### config.mk
export PLATFORM = sky130hd
export DESIGN_NAME = sled_top
export DESIGN_NICKNAME = d
export VERILOG_FILES = /design/src/hw/sled_pkg.sv /design/src/hw/sled_pulse_seq.sv /design/src/hw/sled_top.sv
export VERILOG_INCLUDE_DIRS = /design/src /design/src/hw
export SDC_FILE = /design/constraint.sdc
export NUM_CORES = 1
export LEC_CHECK = 0
export CORE_MARGIN = 1.5
export CORE_UTILIZATION = 50
export DETAILED_ROUTE_END_ITERATION = 7
export DONT_BUFFER_PORTS = 1
export GPL_TIMING_DRIVEN = 0
export HOLD_SLACK_MARGIN = 0.06
export PLACE_DENSITY = 0.68
export SETUP_SLACK_MARGIN = 0.02
export SYNTH_ARGS = -nofsm -noshare
export SYNTH_HDL_FRONTEND = slang
export SYNTH_SLANG_ARGS = --single-unit
export TNS_END_PERCENT = 50
### constraint.sdc
create_clock -name mclk -period 2.7 [get_ports mclk]
set_clock_uncertainty 0.15 [all_clocks]
set_input_delay 0.135 -clock mclk [delete_from_list [all_inputs] [get_ports mclk]]
set_output_delay 0.135 -clock mclk [all_outputs]
set_load 0.1 [all_outputs]
### src/hw/sled_map.svh
/*
 * Constants of the status LED block: register offsets, field positions,
 * reset values and blink timing.
 * Assumes a 50 MHz mclk and a word-aligned Avalon-MM byte address.
 */
`ifndef SLED_MAP_SVH
`define SLED_MAP_SVH

////////////////////////////////////////////////////////////////////////////////
// clock and blink timing
`define SLED_CLK_HZ        50000000
`define SLED_TICK_MS       50
`define SLED_TICK_CYCLES   (`SLED_TICK_MS * (`SLED_CLK_HZ / 1000))
`define SLED_TICKS_PER_S   (1000 / `SLED_TICK_MS)
`define SLED_FLICK_HZ      10
`define SLED_FLICK_FLASHES 10
`define SLED_RECOV_HZ      2
`define SLED_PULSE_HZ      1
`define SLED_GAP_MS        1000
`define SLED_NET_TAIL_MS   2000
`define SLED_RECOV_HALF    (`SLED_TICKS_PER_S / (2 * `SLED_RECOV_HZ))
`define SLED_PULSE_HALF    (`SLED_TICKS_PER_S / (2 * `SLED_PULSE_HZ))
`define SLED_FLICK_TICKS   (`SLED_FLICK_FLASHES * `SLED_TICKS_PER_S / `SLED_FLICK_HZ)
`define SLED_GAP_TICKS     (`SLED_GAP_MS / `SLED_TICK_MS)
`define SLED_NET_TAIL      (`SLED_NET_TAIL_MS / `SLED_TICK_MS)

////////////////////////////////////////////////////////////////////////////////
// register offsets (byte addresses)
`define SLED_IO_CTRL_OFS   4'h0
`define SLED_NET_CTRL_OFS  4'h4
`define SLED_STATUS_OFS    4'h8
`define SLED_IO_CTRL_RST   32'h0000_0000
`define SLED_NET_CTRL_RST  32'h0000_0000

// io control fields
`define SLED_IO_LIB        0
`define SLED_IO_STARTUP    1
`define SLED_IO_HW_FAULT   2
`define SLED_IO_RECOV      3
`define SLED_IO_BUS_ERR    4
`define SLED_IO_CODE_LSB   8
`define SLED_IO_ARG_LSB    16

// network control fields and codes
`define SLED_NET_TYPE_LSB  0
`define SLED_NET_FAULT_LSB 4
`define SLED_NET_LEVEL_LSB 8
`define SLED_NT_NONE       2'h0
`define SLED_NT_2G         2'h1
`define SLED_NT_3G         2'h2
`define SLED_NF_NONE       3'h0
`define SLED_NF_SIM_ABSENT 3'h1
`define SLED_NF_SIM_LOCKED 3'h2
`define SLED_NF_MODEM_GONE 3'h3
`define SLED_NF_MODEM_INIT 3'h4
`define SLED_NF_MODEM_TMO  3'h5

`endif

### src/hw/sled_pkg.sv
/*
 * Types of the status LED block.
 * Assumes nothing beyond the map header for its users.
 */
package sled_pkg;
    typedef struct packed {
        logic red;
        logic green;
    } sled_rg_s;

    typedef struct packed {
        logic yellow;
        logic green;
    } sled_bar_s;

    typedef sled_bar_s [4:0] sled_bar_t;

    typedef enum logic [2:0] {
        SEQ_IDLE  = 3'h0,
        SEQ_FLICK = 3'h1,
        SEQ_GAP_A = 3'h2,
        SEQ_DIG_A = 3'h3,
        SEQ_GAP_B = 3'h4,
        SEQ_DIG_B = 3'h5,
        SEQ_TAIL  = 3'h6
    } sled_seq_e;
endpackage

### src/hw/sled_pulse_seq.sv
/*
 * Pulse group sequencer: optional flicker, group A pulses, pause,
 * group B pulses, tail pause, repeat while run is high.
 * Assumes tick is a one-cycle enable every 50 ms.
 */
`include "sled_map.svh"

module sled_pulse_seq (
    input  wire logic       mclk,
    input  wire logic       rst_n,
    input  wire logic       tick,
    input  wire logic       run,
    input  wire logic       flick_en,
    input  wire logic [5:0] count_a,
    input  wire logic [5:0] count_b,
    input  wire logic [5:0] tail_gap,
    output logic            led_q,
    output logic            busy_q
);
    import sled_pkg::*;

    sled_seq_e  st_q, st_d;
    logic [5:0] tmr_q, tmr_d, n_q, n_d;
    logic       led_d;

    wire logic [5:0] grp_cnt  = (st_q == SEQ_DIG_B) ? count_b : count_a;
    wire logic       win_end  = tmr_q == 6'(2 * `SLED_PULSE_HALF - 1);
    wire logic       grp_done = (n_q + 6'h01) >= grp_cnt;
    wire logic       gap_end  = tmr_q == 6'(`SLED_GAP_TICKS - 1);
    wire logic       tail_end = tmr_q == (tail_gap - 6'h01);

    ////////////////////////////////////////////////////////////////////////////
    always_comb begin
        st_d  = st_q;
        tmr_d = tmr_q;
        n_d   = n_q;
        led_d = led_q;
        if (!run) begin
            st_d  = SEQ_IDLE;
            tmr_d = 6'h00;
            n_d   = 6'h00;
            led_d = 1'b0;
        end else if (st_q == SEQ_IDLE) begin
            st_d  = flick_en ? SEQ_FLICK : SEQ_DIG_A;
            tmr_d = 6'h00;
            n_d   = 6'h00;
            led_d = flick_en | (count_a != 6'h00);
        end else if (tick) begin
            tmr_d = tmr_q + 6'h01;
            unique case (st_q)
                SEQ_FLICK: begin
                    // tick is the flicker half period
                    led_d = ~led_q;
                    if (tmr_q == 6'(`SLED_FLICK_TICKS - 1)) begin
                        st_d  = SEQ_GAP_A;
                        tmr_d = 6'h00;
                        led_d = 1'b0;
                    end
                end
                SEQ_GAP_A, SEQ_GAP_B: begin
                    led_d = 1'b0;
                    if (gap_end) begin
                        st_d  = (st_q == SEQ_GAP_A) ? SEQ_DIG_A : SEQ_DIG_B;
                        tmr_d = 6'h00;
                        n_d   = 6'h00;
                        led_d = (st_q == SEQ_GAP_A) ? (count_a != 6'h00)
                                                    : (count_b != 6'h00);
                    end
                end
                SEQ_DIG_A, SEQ_DIG_B: begin
                    // an empty group still takes one dark window
                    led_d = (tmr_d < 6'(`SLED_PULSE_HALF)) && (grp_cnt != 6'h00);
                    if (win_end) begin
                        tmr_d = 6'h00;
                        n_d   = n_q + 6'h01;
                        // next window opens lit, so every pulse gets its full on time
                        led_d = grp_cnt != 6'h00;
                        if (grp_done) begin
                            st_d  = (st_q == SEQ_DIG_A) ? SEQ_GAP_B : SEQ_TAIL;
                            led_d = 1'b0;
                        end
                    end
                end
                SEQ_TAIL: begin
                    led_d = 1'b0;
                    if (tail_end) begin
                        st_d  = flick_en ? SEQ_FLICK : SEQ_DIG_A;
                        tmr_d = 6'h00;
                        n_d   = 6'h00;
                        led_d = flick_en | (count_a != 6'h00);
                    end
                end
                default: begin
                    st_d  = SEQ_IDLE;
                    led_d = 1'b0;
                end
            endcase
        end
    end

    always_ff @(posedge mclk) begin
        if (!rst_n) begin
            st_q   <= SEQ_IDLE;
            tmr_q  <= 6'h00;
            n_q    <= 6'h00;
            led_q  <= 1'b0;
            busy_q <= 1'b0;
        end else begin
            st_q   <= st_d;
            tmr_q  <= tmr_d;
            n_q    <= n_d;
            led_q  <= led_d;
            busy_q <= st_d != SEQ_IDLE;
        end
    end
endmodule

### src/hw/sled_top.sv
/*
 * Status LED block: I/O indicator, network indicator and five-LED signal
 * quality bar, set by software over an Avalon-MM slave with waitrequest.
 * Assumes a 50 MHz mclk, synchronous active-low rst_n, LEDs driven high-on.
 */
// Our own choices: the register addresses and the Avalon-MM interface to the registers.
`include "sled_map.svh"

module sled_top #(
    parameter int TICK_CYCLES = `SLED_TICK_CYCLES
) (
    input  wire logic                mclk,
    input  wire logic                rst_n,
    input  wire logic [3:0]          avs_address,
    input  wire logic                avs_read,
    input  wire logic                avs_write,
    input  wire logic [31:0]         avs_writedata,
    input  wire logic [3:0]          avs_byteenable,
    output logic [31:0]              avs_readdata,
    output logic                     avs_waitrequest,
    output sled_pkg::sled_rg_s       io_led_q,
    output sled_pkg::sled_rg_s       network_indicator_q,
    output sled_pkg::sled_bar_t      quality_bar_q
);
    import sled_pkg::*;

    localparam logic [31:0] IO_RST  = `SLED_IO_CTRL_RST;
    localparam logic [31:0] NET_RST = `SLED_NET_CTRL_RST;

    function automatic sled_rg_s rg(input logic r, input logic g);
        return '{red: r, green: g};
    endfunction

    logic [31:0] io_ctrl_q, net_ctrl_q;
    logic [31:0] rdata_q;
    logic        wait_q;
    logic [21:0] tdiv_q;
    logic        tick_q;
    logic [2:0]  rdiv_q;
    logic        recov_q;
    logic        fast_q;
    logic        io_seq_led, io_seq_busy;
    logic        net_seq_led, net_seq_busy;
    sled_rg_s    io_d, net_d;
    sled_bar_t   bar_d;

    ////////////////////////////////////////////////////////////////////////////
    // avalon slave: one wait cycle, then a one-cycle answer
    wire logic        req     = avs_read | avs_write;
    wire logic        wr_ok   = avs_write & ~wait_q;
    wire logic        sel_io  = avs_address == `SLED_IO_CTRL_OFS;
    wire logic        sel_net = avs_address == `SLED_NET_CTRL_OFS;
    wire logic        sel_st  = avs_address == `SLED_STATUS_OFS;
    wire logic [31:0] status_w = {14'h0000, net_seq_busy, io_seq_busy,
                                  2'h0, quality_bar_q, network_indicator_q, io_led_q};
    wire logic [31:0] rd_mux = sel_io  ? io_ctrl_q  :
                               sel_net ? net_ctrl_q :
                               sel_st  ? status_w   : 32'h0000_0000;

    always_ff @(posedge mclk) begin
        if (!rst_n) begin
            wait_q  <= 1'b1;
            rdata_q <= 32'h0000_0000;
        end else begin
            wait_q  <= ~(req & wait_q);
            if (req & wait_q)
                rdata_q <= rd_mux;
        end
    end

    assign avs_waitrequest = wait_q;
    assign avs_readdata    = rdata_q;

    for (genvar b = 0; b < 4; b++) begin : g_lane
        always_ff @(posedge mclk) begin
            if (!rst_n) begin
                io_ctrl_q[8*b +: 8]  <= IO_RST[8*b +: 8];
                net_ctrl_q[8*b +: 8] <= NET_RST[8*b +: 8];
            end else if (wr_ok && avs_byteenable[b]) begin
                if (sel_io)
                    io_ctrl_q[8*b +: 8] <= avs_writedata[8*b +: 8];
                if (sel_net)
                    net_ctrl_q[8*b +: 8] <= avs_writedata[8*b +: 8];
            end
        end
    end

    ////////////////////////////////////////////////////////////////////////////
    // field decode
    wire logic       lib_ok   = io_ctrl_q[`SLED_IO_LIB];
    wire logic       startup  = io_ctrl_q[`SLED_IO_STARTUP];
    wire logic       hw_fault = io_ctrl_q[`SLED_IO_HW_FAULT];
    wire logic       recov    = io_ctrl_q[`SLED_IO_RECOV];
    wire logic       bus_err  = io_ctrl_q[`SLED_IO_BUS_ERR];
    wire logic [5:0] err_code = {2'h0, io_ctrl_q[`SLED_IO_CODE_LSB +: 4]};
    wire logic [5:0] err_arg  = io_ctrl_q[`SLED_IO_ARG_LSB +: 6];
    wire logic [1:0] net_type = net_ctrl_q[`SLED_NET_TYPE_LSB +: 2];
    wire logic [2:0] nfault   = net_ctrl_q[`SLED_NET_FAULT_LSB +: 3];
    wire logic [2:0] level    = net_ctrl_q[`SLED_NET_LEVEL_LSB +: 3];

    // unknown fault codes 6 and 7 fall back to the network type view
    wire logic net_run = nfault != `SLED_NF_NONE && nfault <= `SLED_NF_MODEM_TMO;
    wire logic [5:0] net_dig_a = (nfault <= `SLED_NF_SIM_LOCKED) ? 6'h01 : 6'h02;
    wire logic [5:0] net_dig_b =
        (nfault == `SLED_NF_SIM_ABSENT) ? 6'h01 :
        (nfault == `SLED_NF_SIM_LOCKED) ? 6'h02 :
        (nfault == `SLED_NF_MODEM_GONE) ? 6'h01 :
        (nfault == `SLED_NF_MODEM_INIT) ? 6'h02 : 6'h03;

    // the sequence only runs while it is the shown condition, so it
    // restarts from the flicker each time the bus error takes the led
    wire logic io_run = lib_ok & ~hw_fault & bus_err;

    ////////////////////////////////////////////////////////////////////////////
    // time base: 50 ms tick, 2 Hz and flicker-rate square waves
    always_ff @(posedge mclk) begin
        if (!rst_n) begin
            tdiv_q <= 22'h000000;
            tick_q <= 1'b0;
        end else begin
            tick_q <= tdiv_q == 22'(TICK_CYCLES - 1);
            tdiv_q <= (tdiv_q == 22'(TICK_CYCLES - 1)) ? 22'h000000 : tdiv_q + 22'h000001;
        end
    end

    always_ff @(posedge mclk) begin
        if (!rst_n) begin
            rdiv_q  <= 3'h0;
            recov_q <= 1'b0;
            fast_q  <= 1'b0;
        end else if (tick_q) begin
            fast_q <= ~fast_q;
            rdiv_q <= (rdiv_q == 3'(`SLED_RECOV_HALF - 1)) ? 3'h0 : rdiv_q + 3'h1;
            if (rdiv_q == 3'(`SLED_RECOV_HALF - 1))
                recov_q <= ~recov_q;
        end
    end

    ////////////////////////////////////////////////////////////////////////////
    sled_pulse_seq u_io_seq (
        .mclk     (mclk),
        .rst_n    (rst_n),
        .tick     (tick_q),
        .run      (io_run),
        .flick_en (1'b1),
        .count_a  (err_code),
        .count_b  (err_arg),
        .tail_gap (6'(`SLED_GAP_TICKS)),
        .led_q    (io_seq_led),
        .busy_q   (io_seq_busy)
    );

    sled_pulse_seq u_net_seq (
        .mclk     (mclk),
        .rst_n    (rst_n),
        .tick     (tick_q),
        .run      (net_run),
        .flick_en (1'b0),
        .count_a  (net_dig_a),
        .count_b  (net_dig_b),
        .tail_gap (6'(`SLED_NET_TAIL)),
        .led_q    (net_seq_led),
        .busy_q   (net_seq_busy)
    );

    ////////////////////////////////////////////////////////////////////////////
    // io indicator priority chain
    assign io_d = hw_fault ? rg(1'b1, 1'b0) :
                  !lib_ok  ? rg(1'b0, 1'b0) :
                  bus_err  ? rg(io_seq_led, 1'b0) :
                  recov    ? rg(recov_q, 1'b0) :
                  startup  ? rg(fast_q, fast_q) :
                             rg(1'b0, 1'b1);

    assign net_d = net_run                ? rg(net_seq_led, 1'b0) :
                   net_type == `SLED_NT_3G ? rg(1'b0, 1'b1) :
                   net_type == `SLED_NT_2G ? rg(1'b1, 1'b1) :
                                             rg(1'b1, 1'b0);

    for (genvar i = 0; i < 5; i++) begin : g_bar
        assign bar_d[i].green  = level >= 3'(i + 2);
        assign bar_d[i].yellow = (i == 0) && (level == 3'h1);
    end

    always_ff @(posedge mclk) begin
        if (!rst_n) begin
            io_led_q            <= '0;
            network_indicator_q <= '0;
            quality_bar_q       <= '0;
        end else begin
            io_led_q            <= io_d;
            network_indicator_q <= net_d;
            quality_bar_q       <= bar_d;
        end
    end
endmodule

==> results of run 1 <==
## stage by stage
stage	area (um^2)	cells	TNS, ps	hold slack [ps]
after floorplan	8063	907	0	154.4
after global placement	8333	1123	-990.2	156.4
after detailed placement	8333	1123	-947.8	164.3
after CTS	9400	1193	0	65.22
after global routing	9542	1198	-162.5	120.7
final	9542	1198	0	60.23
## worst reg2reg max path, stage by stage, from the launching register on
cell and delay (ps):
dfxtp_4 350, buf_8 130, nor2_4 130, a21oi_2 70
nor2b_1 120, o22ai_1 100, ha_1 300, nand2b_4 150
a211oi_4 250, nand3_2 140, o311a_1 360, or3_1 300
## metal layers
metal	routed length, um	part of all wire (%)	track usage [%]	vias to the layer above
li1	-	-	-	3338
met1	9106	46	32.01	3122
met2	8963	45	35.57	181
met3	1203	6.1	6.232	35
met4	467	2.4	8.431	0
met5	0	0	0	-
## state kept, by name, indices dropped and copies added (netlist names), 6 cells and up
register and count:
avs_readdata 32, err_arg 6, io_ctrl_q 20, net_ctrl_q 29
quality_bar_q 6, tdiv_q 22, u_io_seq.n_q 6, u_io_seq.tmr_q 6
u_net_seq.n_q 6, u_net_seq.tmr_q 6
## synthesized netlist by cell type, drive strengths merged (4+ instances only)
library cell	count	area, um^2
buf	17	95.10
nor4	8	50.05
mux2i	73	730.7
o21ai	25	125.1
xor2	22	192.7
nor2b	86	538.0
clkbuf	45	168.9
nor3b	26	200.2
nand2b	20	125.1
a21oi	45	232.7
nand3	26	130.1
and3	19	118.9
a31oi	7	43.79
nor3	26	130.1
o211ai	5	37.54
a221oi	21	183.9
a211oi	4	30.03
o22ai	4	25.02
and2	13	81.33
nand4	8	50.05
nand2	40	150.1
xnor2	11	96.34
dfxtp	169	3383
ha	17	212.7
a311oi	8	70.07
nor4b	4	41.29
nor2	90	337.8
inv	11	41.29
a22oi	14	105.1
## worst min-delay path by stage
stage	startpoint	end	slack [ps]	cells after the start
6_report	rst_n	u_net_seq.st_q[2]	60	3
5_1_grt	avs_address[3]	avs_readdata[2]	120	5
4_1_cts	rst_n	u_net_seq.st_q[2]	70	3
3_5_place_dp	avs_writedata[19]	err_arg[3]	160	2
3_3_place_gp	avs_writedata[30]	io_ctrl_q[30]	160	2
2_1_floorplan	avs_writedata[13]	io_ctrl_q[13]	150	2
## power by group through the flow
stage	logic [W]	clock network, W	registers, W
2_1_floorplan	0.000177	0	0.00279
3_3_place_gp	0.000228	0	0.00279
3_5_place_dp	0.000228	0	0.00279
4_1_cts	0.000281	0.00255	0.00274
5_1_grt	0.000310	0.00264	0.00274
6_report	0.000285	0.00252	0.00274
## kinds of logic (layout without fill, tap and decap cells)
| logic type | count (synthesis) | count (layout) |
|---|---|---|
| flip-flops | 169 | 169 |
| other | 1 | 4 |
| AND/OR/NAND/NOR | 381 | 381 |
| AO/OA/AOI/OAI | 154 | 154 |
| buffers and inverters | 74 | 149 |
| adder cells (fa/ha/maj) | 17 | 17 |
| multiplexers | 75 | 75 |
| XOR/XNOR | 33 | 33 |
## cell type report
| cell class | count | area [um^2] | share of cell area (%) |
|---|---|---|---|
| multi-input combinational | 664 | 4514 | 47.31 |
| sequential | 169 | 3400 | 35.63 |
| clock buffer | 19 | 452.9 | 4.747 |
| timing repair buffer | 46 | 432.9 | 4.537 |
| buffer | 59 | 270.3 | 2.832 |
| tap | 216 | 270.3 | 2.832 |
| clock inverter | 13 | 156.4 | 1.639 |
| inverter | 12 | 45.04 | 0.4721 |
## timing repair
action / in CTS / in global routing
setup buffers: 5 / 6
endpoints found under the hold margin: 67 / 0
pin swaps: 7 / 14
gates resized for setup: 24 / 27
gates cloned: 0 / 0
hold buffers: 35 / 0
setup endpoints to repair: 7 / 39
==> summary.md, run 1 <==
| Metric | Value |
|---|---|
| GPL Wtd Cong | 0.8810 |
| Worst-path clk slew | approximately 60 ps |
| Static Leak | 3.312 nW |
| Crit. path cell count | 11 |
| Io pins | about 90 |
| CP Capture Type | register |
| Design Power | roughly 0.0055 W |
| Final Hold Violating Endpoints | 0 |
| Final period util | ~99% |
| Async S/R FF share, synth | 0% |
| Die area | between 15000 and 20000 um^2 |
| Leading cell types in the layout, fill and taps excluded | dfxtp_1 (160), nor2_1 (89), nor2b_1 (85) |
| Detailed placement HPWL | ~13000 um |
| Max Root-Sink Buffers | 2 |
| Slowest stage cell on the critical path | o311a_1 |
| Cell variety after synth | 61 |
| Share of power burned in registers | around 49% |
| DR WL/cell | ~16 um |
| Max VDD drop | a little under 700 uV |
| Top delay family on crit path | simple AND/OR/NAND/NOR gates |
| Number of synthesis warnings | 0 |
| Rows | 46 |
| Synth Area in Adders | under 10% |
| Total track usage | 23.39% |
| Reg-to-reg slack, setup | approximately 33 ps |
| Vias/cell | between 5 and 6 |
| CP Class | register to register |
| Most common cell after layout, fill and taps aside | dfxtp_1 |
| First-pass GRT wire length | between 30000 and 40000 um |
| # nets final | roughly 1000 |
| Post-Synthesis Cells | roughly 900 |
| DR pass1 iterations | 6 |
| Vias in the first global route | between 6000 and 7000 |
| Number of max-cap violations | 0 |
| Worst EP required | 2860 ps |
| Main combinational cell family by area after synthesis | simple AND/OR/NAND/NOR gates |
| Drt total wl | 19740 um |
| Top FF cell, synth | dfxtp_1 |
| Sw power | around 0.0015 W |
| Die width | ~130 um |
| Residual DRC | 0 |
| Sequential share of the synthesized area | 42.05% |
| Clock share of power | a little under half |
| Largest net degree at the start of global routing | 17 |
| CTS H-tree depth | 4 |
| I/O Buffers | 0 |
| RSZ-0062 raised after global routing | yes |
| Reg-to-Reg Start | u_net_seq.st_q[1] |
| Mean Syn Cell Area | 8.901 um^2 |
| Antenna violation net count after detailed routing | 0 |
| Max-slew violations | 0 |
| R2r endpoint | u_net_seq.busy_q |
| Die height | around 130 um |
| Relative slew slack | between 20 and 30% |
| Gate power share | 5.1% |
| Initial antenna violation count | 0 |
| Simple-Gate Fraction of Synth Area | 25.67% |
| Switching part of the total | a little over a quarter |
| Crit-path cells | buf_8 > nor2_4 > a21oi_2 > nor2b_1 > o22ai_1 > ha_1 > nand2b_4 > a211oi_4 > nand3_2 > o311a_1 > or3_1 |
| Starting density of the core | about half |
| CORE AREA | approximately 16000 um^2 |
| Critical path buffer and inverter count | 1 |
| Outcome | complete, no violations |
| Layout cells sized above 1 | between 10% and 20% |
| Filler cells | 1427 |
| Xor and xnor area share after synthesis | 3.592% |
| Mux contribution to synthesized area | 9.361% |
| CTS tree | built |
| CTS Buf Count | 17 |
| Via count | around 6700 |
| Final setup fails | 0 |
| Power Dens Cells | 580.4 nW/um^2 |
| CP max stage delay | 360 ps |
| Crit start category | register |
| Setup crit end | u_net_seq.busy_q |
| Worst-path fanout max | 10 |
| Critical path arrival | around 2800 ps |
| Final Critical Period | between 2000 and 3000 ps |
| EDFF count, synth | 0 |
| Diode count | 0 |
| Worst slew pin tran | ~1100 ps |
| Pre-CTS setup slack | -319.0 ps |
| Worst Setup SP | u_net_seq.st_q[1] |
| Hold WC Path Type | input port to register |
| Clk root buf | clkbuf_16 |
| Internal power | around 0.0041 W |
| Setup WS post-layout | 32.74 ps |
| Initial drt markers | between 400 and 500 |
| Synth Register Bits | 169 |
| Congestion Overflow GR | 0 |
| Area grow syn2layout | 18.58% |
| F_max | ~370 MHz |
| Worst skew pair latency | 430 ps |
| Clock sink count | between 150 and 200 |
| Post-layout util | between 60% and 70% |
| Compound-Gate Fraction of Synth Area | about an eighth |
| Post-synth design cell area | 8046 um^2 |
| Reg2reg path depth | 11 |
Note: power is estimated with default switching activity, not from simulation.
==> run 2, diff against run 1 <==
==> constraint.sdc (replaced) <==
create_clock -name mclk -period 2.7 [get_ports mclk]
set_clock_uncertainty 0.15 [all_clocks]
set_input_delay 0.135 -clock mclk [delete_from_list [all_inputs] [get_ports mclk]]
set_output_delay 0.135 -clock mclk [all_outputs]
set_load 0.01 [all_outputs]
==> run 2 against run 1 <==
Worst setup slack unchanged. Total power down 3.6%. Die area unchanged. Hold slack unchanged. Cell area about the same. Core utilization about the same. Global-route usage unchanged. Register-to-register slack about the same.
==> summary.md, run 2 (synthesis gave the netlist of run 1 again) <==
| Metric | Value |
|---|---|
| Outcome | complete, no violations |
| Most common cell after layout, fill and taps aside | dfxtp_1 |
| Hold WC Path Type | input port to register |
| Power Dens Cells | ~560 nW/um^2 |
| Post-layout util | between 60% and 70% |
| Diode count | 0 |
| Crit start category | register |
| Starting density of the core | between 50% and 60% |
| F_max | 374.9 MHz |
| Worst-path clk slew | approximately 60 ps |
| Final setup fails | 0 |
| Clk root buf | clkbuf_16 |
| Post-Layout Cell Count | around 1200 |
| I/O Buffers | 0 |
| Via count | roughly 6700 |
| Antenna violation net count after detailed routing | 0 |
| GPL Wtd Cong | just under 0.9 |
| Placed Instances | between 1000 and 1500 |
| Leading cell types in the layout, fill and taps excluded | dfxtp_1 (161), nor2_1 (89), nor2b_1 (85) |
| Switching part of the total | 23.55% |
| Critical path arrival | 2820 ps |
| Die height | 129.9 um |
| Max-slew violations | 0 |
| First-pass GRT wire length | 30810 um |
| CP Capture Type | register |
| Max reg flops | 32 |
| CTS tree | built |
| Worst EP required | 2860 ps |
| RSZ-0062 raised after global routing | yes |
| Gate power share | between 4 and 5% |
| Worst skew pair latency | 430 ps |
| Largest net degree at the start of global routing | 17 |
| DR pass1 iterations | 6 |
| Max Root-Sink Buffers | 2 |
| Internal power | 0.004082 W |
| Final Hold Violating Endpoints | 0 |
| Sw power | approximately 0.0013 W |
| Worst slew pin tran | about 900 ps |
| Number of max-cap violations | 0 |
| Crit-path cells | buf_8 > nor2_4 > a21oi_2 > nor2b_1 > o22ai_1 > ha_1 > nand2b_4 > a211oi_4 > nand3_2 > o311a_1 > or3_1 |
| CORE AREA | approximately 16000 um^2 |
| Layout cells sized above 1 | between 10% and 20% |
| Filler cells | 1427 |
| Vias in the first global route | approximately 6000 |
| Residual DRC | 0 |
| Total track usage | 23.39% |
| Die width | 129.9 um |
| Initial antenna violation count | 0 |
| Vias/cell | between 5 and 6 |
| Io pins | approximately 90 |
| Area grow syn2layout | 18.57% |
| Die area | 16860 um^2 |
| Max VDD drop | around 660 uV |
| Drt total wl | approximately 20000 um |
| Final Critical Period | 2667 ps |
| # nets final | around 1000 |
| Static Leak | approximately 3.3 nW |
| Slowest stage cell on the critical path | o311a_1 |
| Final period util | ~99% |
| Clock sink count | around 170 |
| Initial drt markers | about 460 |
| Rows | 46 |
| CTS H-tree depth | 4 |
| Share of power burned in registers | 47.9% |
| CP Class | register to register |
| Worst-path fanout max | 10 |
| Clock share of power | between 40% and 50% |
| CTS Buf Count | 17 |
| Relative slew slack | between 40% and 50% |
| DR WL/cell | 16.48 um |
| Congestion Overflow GR | 0 |
| Detailed placement HPWL | 13430 um |
| CP max stage delay | between 300 and 400 ps |
[run 2: cell types whose count changed in the layout (fill, tap and decap cells not counted)]
cell and change:
dfxtp_1 +1, dfxtp_2 -1
[run 2: path summary, 6_finish.rpt]
kind	startpoint	endpoint	slack, ps	cells past startpoint
worst max-delay path	u_net_seq.st_q[1]	u_net_seq.busy_q	30	11
worst min-delay path	rst_n	u_net_seq.st_q[2]	60	3
worst max register to register	u_net_seq.st_q[1]	u_net_seq.busy_q	30	11
worst min register to register	tdiv_q[0]	tdiv_q[0]	310	1
[run 2: what timing repair did]
item                                    4_1_cts  5_1_grt
pin swaps                                     7       14
endpoints found under the setup margin        6       25
buffers inserted                              5        6
endpoints found under the hold margin        67        0
hold buffers                                 35        0
gates resized for setup                      24       26
[run 2: worst max-delay path: cells and delay by family (launching register included)]
family / cells / cell delay, ps
adder cells (fa/ha/maj): 1 / 300
AO/OA/AOI/OAI: 4 / 780
AND/OR/NAND/NOR: 5 / 840
flip-flops: 1 / 350
buffers and inverters: 1 / 130
[run 2: cell type report]
class / instances / area [um^2] / area share (%)
multi-input combinational: 664 / 4514 / 47.32
timing repair buffer: 46 / 432.9 / 4.538
clock buffer: 19 / 452.9 / 4.748
clock inverter: 13 / 156.4 / 1.639
sequential: 169 / 3398 / 35.62
inverter: 12 / 45.04 / 0.4721
buffer: 59 / 270.3 / 2.833
tap: 216 / 270.3 / 2.833
[run 2: power groups by stage]
stage	combinational [W]	sequential [W]	clock, W
finish	0.000263	0.00256	0.00252
floorplan	0.000155	0.00261	0
CTS	0.000259	0.00256	0.00255
global placement	0.000206	0.00262	0
global route	0.000288	0.00256	0.00264
detailed placement	0.000206	0.00262	0
[run 2: routing by layer]
| metal | track usage [%] | part of all wire, % | vias up |
|---|---|---|---|
| met2 | 35.57 | 45 | 181 |
| met5 | 0 | 0 | - |
| met3 | 6.232 | 6.1 | 35 |
| li1 | - | - | 3338 |
| met4 | 8.431 | 2.4 | 0 |
| met1 | 32.01 | 46 | 3122 |
[run 2: stage by stage]
stage               hold WS, ps  total power (W)  area (um^2)  setup TNS [ps]  setup slack (ps)
global placement          156.4         0.002824         8333          -990.2            -329.9
global route              116.1         0.005494         9540          -162.5            -96.08
finish                    60.23         0.005339         9540               0             32.74
detailed placement        164.3         0.002825         8333          -947.8            -319.0
floorplan                 154.4         0.002766         8063               0             14.40
CTS                       65.22         0.005373         9400               0             26.89
